===== src/pkg/esb_pkg.sv =====
package esb_pkg;

    // ------------------------------------------------------------
    // register offsets (byte addresses, one word each)
    // ------------------------------------------------------------
    localparam logic [7:0]  ESB_OFF_AREA_WIDTH  = 8'h00;
    localparam logic [7:0]  ESB_OFF_AREA_STATES = 8'h04;
    localparam logic [7:0]  ESB_OFF_STALL_HIGH  = 8'h08;
    localparam logic [7:0]  ESB_OFF_STALL_LOW   = 8'h0C;
    localparam logic [7:0]  ESB_OFF_BUS_CTRL    = 8'h10;
    localparam logic [7:0]  ESB_OFF_STATUS      = 8'h14;

    // ------------------------------------------------------------
    // power-on reset values
    // ------------------------------------------------------------
    localparam logic [7:0]  ESB_RST_AREA_WIDTH  = 8'hFF;   // 1 = 8-bit space
    localparam logic [7:0]  ESB_RST_AREA_STATES = 8'hFF;   // 1 = 3-state space
    localparam logic [7:0]  ESB_RST_STALL_HIGH  = 8'hFF;   // 3 extension states
    localparam logic [7:0]  ESB_RST_STALL_LOW   = 8'hFF;   // 3 extension states
    localparam logic        ESB_RST_PIN_STALL   = 1'b0;    // pin stall disabled

    // ------------------------------------------------------------
    // field positions
    // ------------------------------------------------------------
    localparam int          ESB_BIT_PIN_STALL   = 0;       // in bus control
    localparam int          ESB_BIT_BUSY        = 0;       // in status
    localparam int          ESB_BIT_STALL_LVL   = 1;       // in status
    localparam int          ESB_POS_AREA        = 4;       // in status, 3 bits
    localparam int          ESB_ADDR_AREA_LSB   = 21;      // area select bits

    // ------------------------------------------------------------
    // access sizes and bus states
    // ------------------------------------------------------------
    localparam logic [1:0]  ESB_SIZE_BYTE       = 2'h0;
    localparam logic [1:0]  ESB_SIZE_WORD       = 2'h1;
    localparam logic [1:0]  ESB_SIZE_LONG       = 2'h2;

    typedef enum logic [2:0] {
        ESB_IDLE,
        ESB_T1,
        ESB_T2,
        ESB_TW,
        ESB_T3
    } esb_state_t;

endpackage


===== src/verilog/esb_pin_sync.sv =====
`timescale 1ns/1ns
module esb_pin_sync
    import esb_pkg::*;
(
    // clock and reset
    input  wire logic i_ref_clk,
    input  wire logic i_rst,
    // pin and filtered level
    input  wire logic i_pin,
    output logic      o_level
);

    logic s1_reg;
    logic s2_reg;
    logic s3_reg;
    logic level_reg;

    // three stages; level moves once the last two agree
    always_ff @(posedge i_ref_clk) begin
        if (i_rst) begin
            s1_reg    <= 1'b1;
            s2_reg    <= 1'b1;
            s3_reg    <= 1'b1;
            level_reg <= 1'b1;
        end else begin
            s1_reg    <= i_pin;
            s2_reg    <= s1_reg;
            s3_reg    <= s2_reg;
            level_reg <= (s2_reg == s3_reg) ? s3_reg : level_reg;
        end
    end

    assign o_level = level_reg;

endmodule


===== src/verilog/esb_static_bus.sv =====
`timescale 1ns/1ns
// Summary of operation
// - 16-bit space uses both halves; byte or word per cycle; longword as two words
// - 16-bit byte access: even address upper half, odd address lower half
// - one read strobe low for every read, whatever halves carry data
// - upper write strobe for upper half, lower for lower; 16-bit word write asserts both
// - byte write may drive undefined data on the unstrobed half
// - byte read leaves unused half as input and ignores it
// - 8-bit 2-state: lower write strobe high, no extension states
// - 8-bit 3-state: lower write strobe high, extension states allowed
// - 3-state spaces insert 0 to 3 programmed states per area after second state
// - with pin stall enabled, programmed states come before pin-requested ones
// - stall pin low at end of last second/extension state adds one more state
// - one pin stall enable bit covers every area
// - power-on: all areas 3-state, 3 programmed states, pin stall off
// - manual reset keeps all configuration registers
// - 8-bit space uses upper half, byte per cycle; word two, longword four
module esb_static_bus
    import esb_pkg::*;
(
    // clock and resets
    input  wire logic        i_ref_clk,
    input  wire logic        i_rst,
    input  wire logic        i_manual_rst,
    // register port
    input  wire logic [7:0]  i_reg_addr,
    input  wire logic [31:0] i_reg_wdata,
    input  wire logic        i_reg_wr,
    input  wire logic        i_reg_rd,
    output logic      [31:0] o_reg_rdata,
    // internal master request
    input  wire logic        i_req,
    input  wire logic        i_req_write,
    input  wire logic [1:0]  i_req_size,
    input  wire logic [23:0] i_req_addr,
    input  wire logic [31:0] i_req_wdata,
    output logic             o_req_ready,
    output logic             o_req_done,
    output logic      [31:0] o_req_rdata,
    // external bus
    output logic      [23:0] o_ext_addr,
    output logic             o_read_strobe_n,
    output logic             o_upper_write_strobe_n,
    output logic             o_lower_write_strobe_n,
    output logic      [15:0] o_data_out,
    output logic      [1:0]  o_data_oe,
    input  wire logic [15:0] i_data_in,
    input  wire logic        i_stall_n
);

    // ------------------------------------------------------------
    // configuration registers
    // ------------------------------------------------------------
    logic [7:0]  area_width_reg;
    logic [7:0]  area_states_reg;
    logic [7:0]  stall_count_config_high_reg;
    logic [7:0]  stall_count_config_low_reg;
    logic        pin_stall_enable_reg;
    logic [31:0] rdata_reg;

    // ------------------------------------------------------------
    // transfer state
    // ------------------------------------------------------------
    esb_state_t  state_reg;
    esb_state_t  state_next;
    logic        wr_reg;
    logic [1:0]  size_reg;
    logic        wide_reg;
    logic        three_reg;
    logic [1:0]  prog_reg;
    logic [2:0]  area_reg;
    logic [23:0] addr_reg;
    logic [2:0]  beats_reg;
    logic [1:0]  cnt_reg;
    logic [1:0]  cnt_next;
    logic [31:0] wsh_reg;
    logic [31:0] rsh_reg;
    logic        ready_reg;
    logic        done_reg;
    logic [31:0] req_rdata_reg;
    logic        rd_n_reg;
    logic        uwr_n_reg;
    logic        lwr_n_reg;
    logic [15:0] dout_reg;
    logic [1:0]  doe_reg;

    // ------------------------------------------------------------
    // stall pin synchroniser
    // ------------------------------------------------------------
    logic        stall_level;

    esb_pin_sync u_stall_sync (
        .i_ref_clk (i_ref_clk),
        .i_rst     (i_rst),
        .i_pin     (i_stall_n),
        .o_level   (stall_level)
    );

    // ------------------------------------------------------------
    // register decode
    // ------------------------------------------------------------
    wire         sel_width  = (i_reg_addr == ESB_OFF_AREA_WIDTH);
    wire         sel_states = (i_reg_addr == ESB_OFF_AREA_STATES);
    wire         sel_high   = (i_reg_addr == ESB_OFF_STALL_HIGH);
    wire         sel_low    = (i_reg_addr == ESB_OFF_STALL_LOW);
    wire         sel_ctrl   = (i_reg_addr == ESB_OFF_BUS_CTRL);
    wire         sel_status = (i_reg_addr == ESB_OFF_STATUS);
    wire         busy       = (state_reg != ESB_IDLE);
    wire  [7:0]  status_val = {1'b0, area_reg, 2'h0, stall_level, busy};
    wire  [31:0] rd_mux     = sel_width  ? {24'h000000, area_width_reg} :
                              sel_states ? {24'h000000, area_states_reg} :
                              sel_high   ? {24'h000000, stall_count_config_high_reg} :
                              sel_low    ? {24'h000000, stall_count_config_low_reg} :
                              sel_ctrl   ? {31'h00000000, pin_stall_enable_reg} :
                              sel_status ? {24'h000000, status_val} :
                                           32'h00000000;

    // configuration writes; only power-on reset touches them
    always_ff @(posedge i_ref_clk) begin
        if (i_rst) begin
            area_width_reg              <= ESB_RST_AREA_WIDTH;
            area_states_reg             <= ESB_RST_AREA_STATES;
            stall_count_config_high_reg <= ESB_RST_STALL_HIGH;
            stall_count_config_low_reg  <= ESB_RST_STALL_LOW;
            pin_stall_enable_reg        <= ESB_RST_PIN_STALL;
        end else if (i_reg_wr) begin
            // manual reset is not looked at here
            if (sel_width)  area_width_reg              <= i_reg_wdata[7:0];
            if (sel_states) area_states_reg             <= i_reg_wdata[7:0];
            if (sel_high)   stall_count_config_high_reg <= i_reg_wdata[7:0];
            if (sel_low)    stall_count_config_low_reg  <= i_reg_wdata[7:0];
            if (sel_ctrl)   pin_stall_enable_reg        <= i_reg_wdata[ESB_BIT_PIN_STALL];
        end
    end

    // read data, valid the cycle after the strobe
    always_ff @(posedge i_ref_clk) begin
        if (i_rst) begin
            rdata_reg <= 32'h00000000;
        end else begin
            rdata_reg <= i_reg_rd ? rd_mux : 32'h00000000;
        end
    end

    // ------------------------------------------------------------
    // request decode at load time
    // ------------------------------------------------------------
    wire         load       = (state_reg == ESB_IDLE) && i_req;
    wire  [2:0]  req_area   = i_req_addr[ESB_ADDR_AREA_LSB +: 3];
    wire  [15:0] stall_cfg  = {stall_count_config_high_reg, stall_count_config_low_reg};
    wire  [1:0]  req_prog   = stall_cfg[{req_area, 1'b0} +: 2];
    wire         req_wide   = !area_width_reg[req_area];
    wire  [31:0] req_wsh    = (i_req_size == ESB_SIZE_BYTE) ? {i_req_wdata[7:0], 24'h000000} :
                              (i_req_size == ESB_SIZE_WORD) ? {i_req_wdata[15:0], 16'h0000} :
                                                              i_req_wdata;
    // 16-bit: byte 1, word 1, long 2; 8-bit: byte 1, word 2, long 4
    wire  [2:0]  req_beats  = (i_req_size == ESB_SIZE_BYTE) ? 3'h1 :
                              req_wide ? ((i_req_size == ESB_SIZE_WORD) ? 3'h1 : 3'h2) :
                              ((i_req_size == ESB_SIZE_WORD) ? 3'h2 : 3'h4);

    // ------------------------------------------------------------
    // beat decode
    // ------------------------------------------------------------
    wire         word_beat  = wide_reg && (size_reg != ESB_SIZE_BYTE);
    wire  [23:0] addr_step  = word_beat ? 24'h000002 : 24'h000001;
    wire  [7:0]  byte_in    = (wide_reg && addr_reg[0]) ? i_data_in[7:0] :
                                                          i_data_in[15:8];
    wire  [31:0] rsh_next   = word_beat ? {rsh_reg[15:0], i_data_in} :
                                          {rsh_reg[23:0], byte_in};
    wire         last_data  = three_reg ? (state_reg == ESB_T3) :
                                          (state_reg == ESB_T2);
    wire         more_beats = (beats_reg != 3'h1);
    wire         stall_req  = pin_stall_enable_reg && !stall_level;

    // ------------------------------------------------------------
    // bus state sequencing
    // ------------------------------------------------------------
    always_comb begin
        state_next = state_reg;
        cnt_next   = cnt_reg;
        unique case (state_reg)
            ESB_IDLE: begin
                if (i_req) state_next = ESB_T1;
            end
            ESB_T1: begin
                state_next = ESB_T2;
            end
            ESB_T2: begin
                if (!three_reg) begin
                    state_next = more_beats ? ESB_T1 : ESB_IDLE;
                end else if (prog_reg != 2'h0) begin
                    state_next = ESB_TW;
                    cnt_next   = prog_reg;
                end else if (stall_req) begin
                    state_next = ESB_TW;
                    cnt_next   = 2'h0;
                end else begin
                    state_next = ESB_T3;
                end
            end
            ESB_TW: begin
                if (cnt_reg > 2'h1) begin
                    cnt_next = cnt_reg - 2'h1;
                end else if (stall_req) begin
                    cnt_next = 2'h0;
                end else begin
                    state_next = ESB_T3;
                end
            end
            ESB_T3: begin
                state_next = more_beats ? ESB_T1 : ESB_IDLE;
            end
        endcase
    end

    // ------------------------------------------------------------
    // next-cycle pin values
    // ------------------------------------------------------------
    wire         beat_adv   = last_data && more_beats;
    wire         nx_wr      = load ? i_req_write : wr_reg;
    wire         nx_wide    = load ? req_wide : wide_reg;
    wire  [1:0]  nx_size    = load ? i_req_size : size_reg;
    wire  [23:0] nx_addr    = load ? i_req_addr :
                              beat_adv ? (addr_reg + addr_step) : addr_reg;
    wire  [31:0] nx_wsh     = load ? req_wsh :
                              beat_adv ? (word_beat ? {wsh_reg[15:0], 16'h0000} :
                                                      {wsh_reg[23:0], 8'h00}) : wsh_reg;
    wire         nx_word    = nx_wide && (nx_size != ESB_SIZE_BYTE);
    wire         nx_upper   = nx_word || !nx_wide || !nx_addr[0];
    wire         nx_lower   = nx_wide && (nx_word || nx_addr[0]);
    wire         nx_cycle   = (state_next != ESB_IDLE);
    wire         nx_wstrobe = (state_next == ESB_T2) || (state_next == ESB_TW);
    // byte access copies the byte onto both halves; the unstrobed half is don't-care
    wire  [15:0] nx_dout    = nx_word ? nx_wsh[31:16] : {nx_wsh[31:24], nx_wsh[31:24]};
    wire  [1:0]  nx_doe     = (nx_cycle && nx_wr) ? {1'b1, nx_wide} : 2'h0;

    // ------------------------------------------------------------
    // transfer registers
    // ------------------------------------------------------------
    always_ff @(posedge i_ref_clk) begin
        if (i_rst || i_manual_rst) begin
            state_reg <= ESB_IDLE;
            cnt_reg   <= 2'h0;
            beats_reg <= 3'h1;
            rsh_reg   <= 32'h00000000;
        end else begin
            state_reg <= state_next;
            cnt_reg   <= cnt_next;
            if (load) begin
                beats_reg <= req_beats;
                rsh_reg   <= 32'h00000000;
            end else if (last_data) begin
                beats_reg <= beats_reg - 3'h1;
                rsh_reg   <= rsh_next;
            end
        end
    end

    // request attributes held for the whole transfer
    always_ff @(posedge i_ref_clk) begin
        if (i_rst || i_manual_rst) begin
            wr_reg    <= 1'b0;
            size_reg  <= ESB_SIZE_BYTE;
            wide_reg  <= 1'b0;
            three_reg <= 1'b1;
            prog_reg  <= 2'h0;
            area_reg  <= 3'h0;
        end else if (load) begin
            wr_reg    <= i_req_write;
            size_reg  <= i_req_size;
            wide_reg  <= req_wide;
            three_reg <= area_states_reg[req_area];
            prog_reg  <= req_prog;
            area_reg  <= req_area;
        end
    end

    // completion toward the internal master
    always_ff @(posedge i_ref_clk) begin
        if (i_rst || i_manual_rst) begin
            ready_reg     <= 1'b0;
            done_reg      <= 1'b0;
            req_rdata_reg <= 32'h00000000;
        end else begin
            ready_reg <= (state_next == ESB_IDLE);
            done_reg  <= last_data && !more_beats;
            if (last_data && !more_beats && !wr_reg) req_rdata_reg <= rsh_next;
        end
    end

    // external pins, registered from next-cycle values
    always_ff @(posedge i_ref_clk) begin
        if (i_rst || i_manual_rst) begin
            addr_reg  <= 24'h000000;
            wsh_reg   <= 32'h00000000;
            rd_n_reg  <= 1'b1;
            uwr_n_reg <= 1'b1;
            lwr_n_reg <= 1'b1;
            dout_reg  <= 16'h0000;
            doe_reg   <= 2'h0;
        end else begin
            addr_reg  <= nx_addr;
            wsh_reg   <= nx_wsh;
            rd_n_reg  <= !(nx_cycle && !nx_wr);
            uwr_n_reg <= !(nx_wstrobe && nx_wr && nx_upper);
            lwr_n_reg <= !(nx_wstrobe && nx_wr && nx_lower);
            dout_reg  <= nx_dout;
            doe_reg   <= nx_doe;
        end
    end

    // ------------------------------------------------------------
    // outputs
    // ------------------------------------------------------------
    assign o_reg_rdata            = rdata_reg;
    assign o_req_ready            = ready_reg;
    assign o_req_done             = done_reg;
    assign o_req_rdata            = req_rdata_reg;
    assign o_ext_addr             = addr_reg;
    assign o_read_strobe_n        = rd_n_reg;
    assign o_upper_write_strobe_n = uwr_n_reg;
    assign o_lower_write_strobe_n = lwr_n_reg;
    assign o_data_out             = dout_reg;
    assign o_data_oe              = doe_reg;

endmodule


===== config.mk =====
export PLATFORM = sky130hd
export DESIGN_NAME = esb_static_bus
export DESIGN_NICKNAME = d
export VERILOG_FILES = /design/src/pkg/esb_pkg.sv /design/src/verilog/esb_pin_sync.sv /design/src/verilog/esb_static_bus.sv
export SDC_FILE = /design/constraint.sdc
export NUM_CORES = 1
export LEC_CHECK = 0
export BUFFER_PORTS_ARGS = -buffer_cell sky130_fd_sc_hd__buf_4
export CAP_MARGIN = 25
export CORE_MARGIN = 3
export CORE_UTILIZATION = 48
export CTS_BUF_LIST = sky130_fd_sc_hd__clkbuf_16
export DETAILED_ROUTE_END_ITERATION = 10
export PLACE_DENSITY = 0.82
export SYNTH_ARGS = -nofsm -noshare
export SYNTH_HDL_FRONTEND = slang
export SYNTH_SLANG_ARGS = --single-unit

===== constraint.sdc =====
create_clock -name i_ref_clk -period 2.55 [get_ports i_ref_clk]
set_clock_uncertainty 0.2 [all_clocks]
set_input_delay 0.51 -clock i_ref_clk [delete_from_list [all_inputs] [get_ports i_ref_clk]]
set_output_delay 0.51 -clock i_ref_clk [all_outputs]
set_load 0.005 [all_outputs]

After elaboration in Yosys (flattened, before gate mapping)

Index checks and enable logic that the tools add are counted.

Bits in latches: 0
Memory bits (read-only): 0
Memories: 0
Word-level logic and storage cells: 153
Flip-flop bits (word level): 222
Bits of input ports: 122
RAM bits: 0
Output and inout bits: 111

$add $sub $neg: 3
Bitwise logic cells: 2
Div/mod/pow operators: 0
Mux-type cells: 45
Reduce and logical (&&, ||, !) cells: 51
Shifts and indexed selects: 1
$lt $le $gt $ge: 2
Equality and inequality tests: 15
Multipliers: 0

Operators with widths:

| cell                                                 | count |
|---|---|
| 2-to-1 mux 32 bit                                    | 6 |
| 2-to-1 mux 24 bit                                    | 2 |
| 2-to-1 mux 8 bit                                     | 6 |
| 2-to-1 mux 3 bit                                     | 11 |
| adder 24 x 2 -> 24 bit                               | 1 |
| equality test 8 x 4 -> 1 bit (second input constant) | 2 |
| equality test 8 x 5 -> 1 bit (second input constant) | 2 |
| 2-to-1 mux 2 bit                                     | 8 |
| indexed part select 16 x 5 -> 2 bit                  | 1 |
| one-hot mux 3 bit (5 select lines)                   | 1 |
| logical AND 1 bit                                    | 14 |
| 2-to-1 mux 7 bit                                     | 2 |
| equality test 3 x 2 -> 1 bit (second input constant) | 4 |
| AND reduction 2 bit                                  | 6 |
| nonzero test 2 bit                                   | 6 |
| logical NOT 1 bit                                    | 10 |
| equality test 8 x 3 -> 1 bit (second input constant) | 1 |
| logical NOT 8 bit                                    | 1 |
| OR reduction 7 bit                                   | 1 |
| binary-select mux 1 bit (select 3 bit)               | 2 |
| logical NOT 3 bit                                    | 2 |
| 2-to-1 mux 1 bit                                     | 6 |
| nonzero test 3 bit                                   | 2 |
| OR reduction 2 bit                                   | 3 |
| 14 further kinds                                     | 19 |

Depth between registers and ports, before layout

Word-level depth: 11
Mapped depth: 10
Depth with buffers taken out: 9

Hierarchy

Synthesis repeated with hierarchy kept, for this count alone.

Cells, all modules: 1060
Area total of the unflattened synthesis: 9176.3 um^2

Modules (own cells, without submodules):

| module         | cells each | sequential area each (um^2) | instances | area an instance (um^2) |
|---|---|---|---|---|
| esb_static_bus | 1050       | 3723.6                      | 1         | 9061.2 |
| esb_pin_sync   | 10         | 80.1                        | 1         | 115.1 |

Worst setup path after synthesis

No wires, ideal clock.

Path kind: register to register
Start: reg size_reg[0]
End: reg addr_reg[20], in the netlist o_ext_addr[20]
Setup slack: -210 ps
Setup time: 130 ps
Stages on the path, launching flop included: 11
Data arrival time: 2430 ps
Period minus slack after synthesis: 2760 ps
Cell sequence: dfxtp_1 -> clkbuf_1 -> o21ai_2 -> buf_2 -> clkbuf_1 -> xnor2_1 -> ha_1 -> o21ai_1 -> nor4_1 -> xnor2_1 -> o22ai_1

Longest elaborated chain between the ends: 6

RTL lines:

| element                | RTL line              | text |
|---|---|---|
| start, declared        | esb_static_bus.sv:67  | `logic [1:0] size_reg;` |
| start signal, assigned | esb_static_bus.sv:270 | `size_reg <= i_req_size;` |
| nonzero test 2 bit     | esb_static_bus.sv:164 | `wire word_beat = wide_reg && (size_reg != ESB_SIZE_BYTE);` |
| logical AND 1 bit      | esb_static_bus.sv:164 |  |
| 2-to-1 mux 2 bit       | esb_static_bus.sv:165 | `wire [23:0] addr_step = word_beat ? 24'h000002 : 24'h000001;` |
| adder 24 x 2 -> 24 bit | esb_static_bus.sv:224 | `beat_adv ? (addr_reg + addr_step) : addr_reg;` |
| 2-to-1 mux 24 bit      | esb_static_bus.sv:224 |  |
| 2-to-1 mux 24 bit      | esb_static_bus.sv:223 | `wire [23:0] nx_addr = load ? i_req_addr :` |
| end signal, assigned   | esb_static_bus.sv:302 | `addr_reg <= nx_addr;` |
| end, declared          | esb_static_bus.sv:72  | `logic [23:0] addr_reg;` |

Every way passes these cells. The select of a mux whose other input is x is not followed.
A chain may end at the register's enable or synchronous reset.

Final worst setup path

Start: reg beats_reg[1]
End: reg addr_reg[5], in the netlist o_ext_addr[5]

Longest elaborated chain between the ends: 3

RTL lines:

| element                             | RTL line              | text |
|---|---|---|
| start, declared                     | esb_static_bus.sv:73  | `logic [2:0] beats_reg;` |
| start signal, assigned              | esb_static_bus.sv:250 | `beats_reg <= req_beats;` |
| start signal, assigned              | esb_static_bus.sv:253 | `beats_reg <= beats_reg - 3'h1;` |
| inequality test 3 x 1 -> 1 bit      | esb_static_bus.sv:172 | `wire more_beats = (beats_reg != 3'h1);` |
| logical AND 1 bit                   | esb_static_bus.sv:219 | `wire beat_adv = last_data && more_beats;` |
| nonzero test 2 bit (no source line) | -                     |  |

Every way passes these cells.

==> qor.txt <==
Status = finished clean
I/O pin count = 233
Synth area leader = sky130_fd_sc_hd__dfxtp_1
Top cell type's share of synthesized area = 41.10%
Cell-internal power = 4.647 mW
Type of the most critical hold path = input pin to flop
Number of synthesized register bits = 190
Die extent in y = 144.9 um
Synthesis-to-finish area growth = 23.27%
Most used standard cells in the synthesized netlist = sky130_fd_sc_hd__dfxtp_1 (190), sky130_fd_sc_hd__nor2_1 (138), sky130_fd_sc_hd__nand2_1 (99)
Reg2reg end = o_ext_addr[5]$_SDFFE_PP0P_
Synthesized instance count = 1044
Largest fanout on the critical path = 16
Final-report setup violation count = 0
Critical Path Slowest Stage Cell = sky130_fd_sc_hd__or3_1
Starting density of the core = 49.15%
Slack of the worst reg-to-reg path = 170 ps
DRC errors left = 0
Final ANT Viol Nets = 0
Total clock buffers created by CTS = 17
Maximum clock rate = 421.0 MHz
Maximum vdd ir drop = 0.4945 mV
Crit path to = o_ext_addr[5]$_SDFFE_PP0P_
Share of power burned in combinational logic = 10.6%
Num rows = 50
P_leak = 4.614 nW
Pin count of the biggest net entering global routing = 65
Floorplan die area = 20980 um^2
Final hold violation count = 0
Count of port buffers added during placement = 184
Worst slew pin tran = 756.4 ps
Cell at the root of the clock tree = sky130_fd_sc_hd__clkbuf_16
Area contributors post-synth = sky130_fd_sc_hd__dfxtp_1 (41%), sky130_fd_sc_hd__nor2_1 (5.6%), sky130_fd_sc_hd__a211oi_1 (5.3%), sky130_fd_sc_hd__mux2i_1 (5.1%), sky130_fd_sc_hd__nand2_1 (4.0%)
Setup total negative slack = 0 ps
Share of synthesized registers carrying an async set or reset = 0%
Placeable core area = 18830 um^2
Most common cell on crit path = sky130_fd_sc_hd__buf_4
DRT iter0 DRCs = 699
Net count of the finished layout = 1325
Half-perimeter wire length after placement = 17490 um
Most frequent cell after synthesis = sky130_fd_sc_hd__dfxtp_1
Total global routing track utilization = 22.84%
Clk sink count = 190
Power density over the cells = 558.4 nW/um^2
Min Tclk post-route = 2375 ps
Wire length per cell = 16.96 um
Number of distinct library cells after synthesis = 76
Share of synthesized area occupied by flip-flops and latches = 41.10%
Count of vias placed by the detailed router = 8401
Required time of the critical path = 2700 ps
Main flop type after synthesis = sky130_fd_sc_hd__dfxtp_1
Standard cell area after detailed placement = 10780 um^2
Syn Std Cell Area = 9255 um^2
Via count of the first global-routing pass = 7692
Crit path launch type = flop
Fraction of power consumed by sequential logic = 48.0%
Cell area after layout = 11410 um^2
Placer congestion estimate = 0.8879
Setup repair after global routing missed its margin = false
Count of synthesis-stage warnings from yosys = 0
Multi-input logic area = 4871 um^2
Clock tree from TritonCTS = done
Vias per cell = 5.711
H-tree lvl count = 4
Storage cell area = 3804 um^2
EDFF count, synth = 0
Arrival time at the worst endpoint = 2530 ps
Slew Viols, Final = 0
Startpoint of the most critical setup path = beats_reg[1]$_SDFFE_PP0P_
Total congestion overflow after global routing = 0
Share of the clock period used by the worst path = 93.15%
Maximum capacitance violations = 0
Per-instance average area after synthesis = 8.865 um^2
Clk Latency, worst-skew pair = 430 ps
List of cells traversed by the critical path = inv_1 > ha_1 > nand2b_1 > buf_4 > o21ai_2 > buf_4 > or3_1 > a31oi_1
Antenna diodes = 0
Filler Cells Inserted = 1636
Maximum clock insertion buffer count = 2
Worst R2R Start = beats_reg[1]$_SDFFE_PP0P_
Wire length of the first global-routing pass = 38580 um
Switch Pwr = 1.724 mW
Clock share of power = 41.4%
Horiz. Die Dim = 144.9 um
Critical path's largest stage delay = 360 ps
Clock-pin slew reported for the worst setup and hold paths after clock tree synthesis = 80 ps
Fraction of layout cells with a size suffix above 1 = 24.77%
Final wirelength = 24950 um
Max transition margin = 49.57%
Critical Path End Type = flop
Worst Reg2Reg Path Length in Cells = 8
Number of antenna violations at the first check in global routing = 0
Net Sw Frac = 27.05%
Path type of the worst setup path = flop to flop
Pre-antenna DRT Iters = 5
Number of hold buffers added after cts = 0
routing by layer:
layer  up-vias  GRT usage [%]  part of all wire, %
met2       328          38.50                   50
met5         -              0                    0
met1      3960          28.90                   41
met3        46          4.338                  7.1
met4         0          9.033                  2.4
li1       4067              -                    -
worst max-delay path, delay by kind of cell, from the launching register on:
kind            cells  cell delay [ps]
compound gates      2              400
buf+inv             3              570
simple gates        2              600
flops               1              350
fa+ha+maj           1              170
area by class of cell:
| type | instances | share of cell area, % |
|---|---|---|
| clock inverter | 15 | 1.503 |
| timing repair buffer | 224 | 15.32 |
| tap | 260 | 2.852 |
| multi-input combinational | 748 | 42.70 |
| sequential | 190 | 33.34 |
| inverter | 17 | 0.5593 |
| clock buffer | 17 | 3.729 |
cells by family after synthesis:
group,after synthesis,synth area share [%]
compound gates,294,23.02
xor+xnor,14,1.325
fa+ha+maj,5,0.6759
buf+inv,130,7.557
flops,190,41.10
mux,61,8.165
other cells,1,0.04052
simple gates,349,18.12
placed cells by master (no fill, tap or decap), types with 6 or more instances in the layout:
master,instances
sky130_fd_sc_hd__buf_4,218
sky130_fd_sc_hd__dfxtp_1,190
sky130_fd_sc_hd__nor2_1,138
sky130_fd_sc_hd__nand2_1,98
sky130_fd_sc_hd__a211oi_1,65
sky130_fd_sc_hd__a21oi_1,60
sky130_fd_sc_hd__mux2i_1,47
sky130_fd_sc_hd__a211o_1,25
sky130_fd_sc_hd__conb_1,24
sky130_fd_sc_hd__o21ai_0,22
sky130_fd_sc_hd__a22oi_1,20
sky130_fd_sc_hd__o22ai_1,19
sky130_fd_sc_hd__clkbuf_16,17
sky130_fd_sc_hd__nand3_1,15
sky130_fd_sc_hd__inv_1,15
sky130_fd_sc_hd__nand3b_1,13
sky130_fd_sc_hd__xnor2_1,12
sky130_fd_sc_hd__and3_1,12
sky130_fd_sc_hd__nand2b_1,12
sky130_fd_sc_hd__o2bb2ai_1,9
sky130_fd_sc_hd__a311oi_1,9
sky130_fd_sc_hd__or2_2,8
sky130_fd_sc_hd__a32o_1,8
sky130_fd_sc_hd__a221oi_1,8
sky130_fd_sc_hd__nor4_1,8
sky130_fd_sc_hd__nor3_1,7
sky130_fd_sc_hd__a31oi_1,6
sky130_fd_sc_hd__o211ai_1,6
sky130_fd_sc_hd__nor2b_1,6
sky130_fd_sc_hd__mux4_1,6
through the flow:
| step | setup slack (ps) | total power [mW] | utilization, % | instances | hold WS (ps) |
|---|---|---|---|---|---|
| final | 174.8 | 6.371 | 60.58 | 1471 | 63.62 |
| after global routing | 22.12 | 6.605 | 60.58 | 1471 | 53.46 |
| after CTS | 103.8 | 6.406 | 60.53 | 1471 | 52.27 |
| after detailed placement | -26.02 | 3.784 | 57.26 | 1437 | 195.7 |
| after global placement | 5.971 | 3.772 | 57.26 | 1437 | 193.8 |
| after floorplan | 24.15 | 3.527 | - | 1067 | 189.5 |
worst min-delay path by stage:
stage,startpoint,to,cells past startpoint
global route,i_stall_n,u_stall_sync.s1_reg$_SDFF_PP1_,2
CTS,i_stall_n,u_stall_sync.s1_reg$_SDFF_PP1_,2
global placement,u_stall_sync.s1_reg$_SDFF_PP1_,u_stall_sync.s2_reg$_SDFF_PP1_,1
floorplan,u_stall_sync.s1_reg$_SDFF_PP1_,u_stall_sync.s2_reg$_SDFF_PP1_,1
finish,i_stall_n,u_stall_sync.s1_reg$_SDFF_PP1_,2
detailed placement,u_stall_sync.s1_reg$_SDFF_PP1_,u_stall_sync.s2_reg$_SDFF_PP1_,1
timing repair:
action                     4_1_cts  5_1_grt
setup endpoints to repair        5        5
gates cloned                     1        0
pin swaps                        2        0
buffers inserted                 1        0
resized for setup                1        2
power by group through the flow:
stage               Clock, mW  Sequential (mW)  Combinational (mW)
floorplan                   0             3.12               0.407
global placement            0             3.13               0.645
detailed placement          0             3.13               0.654
CTS                      2.68             3.06               0.665
global route             2.80             3.07               0.734
finish                   2.64             3.06               0.672
(Power assumes the default switching activity.)
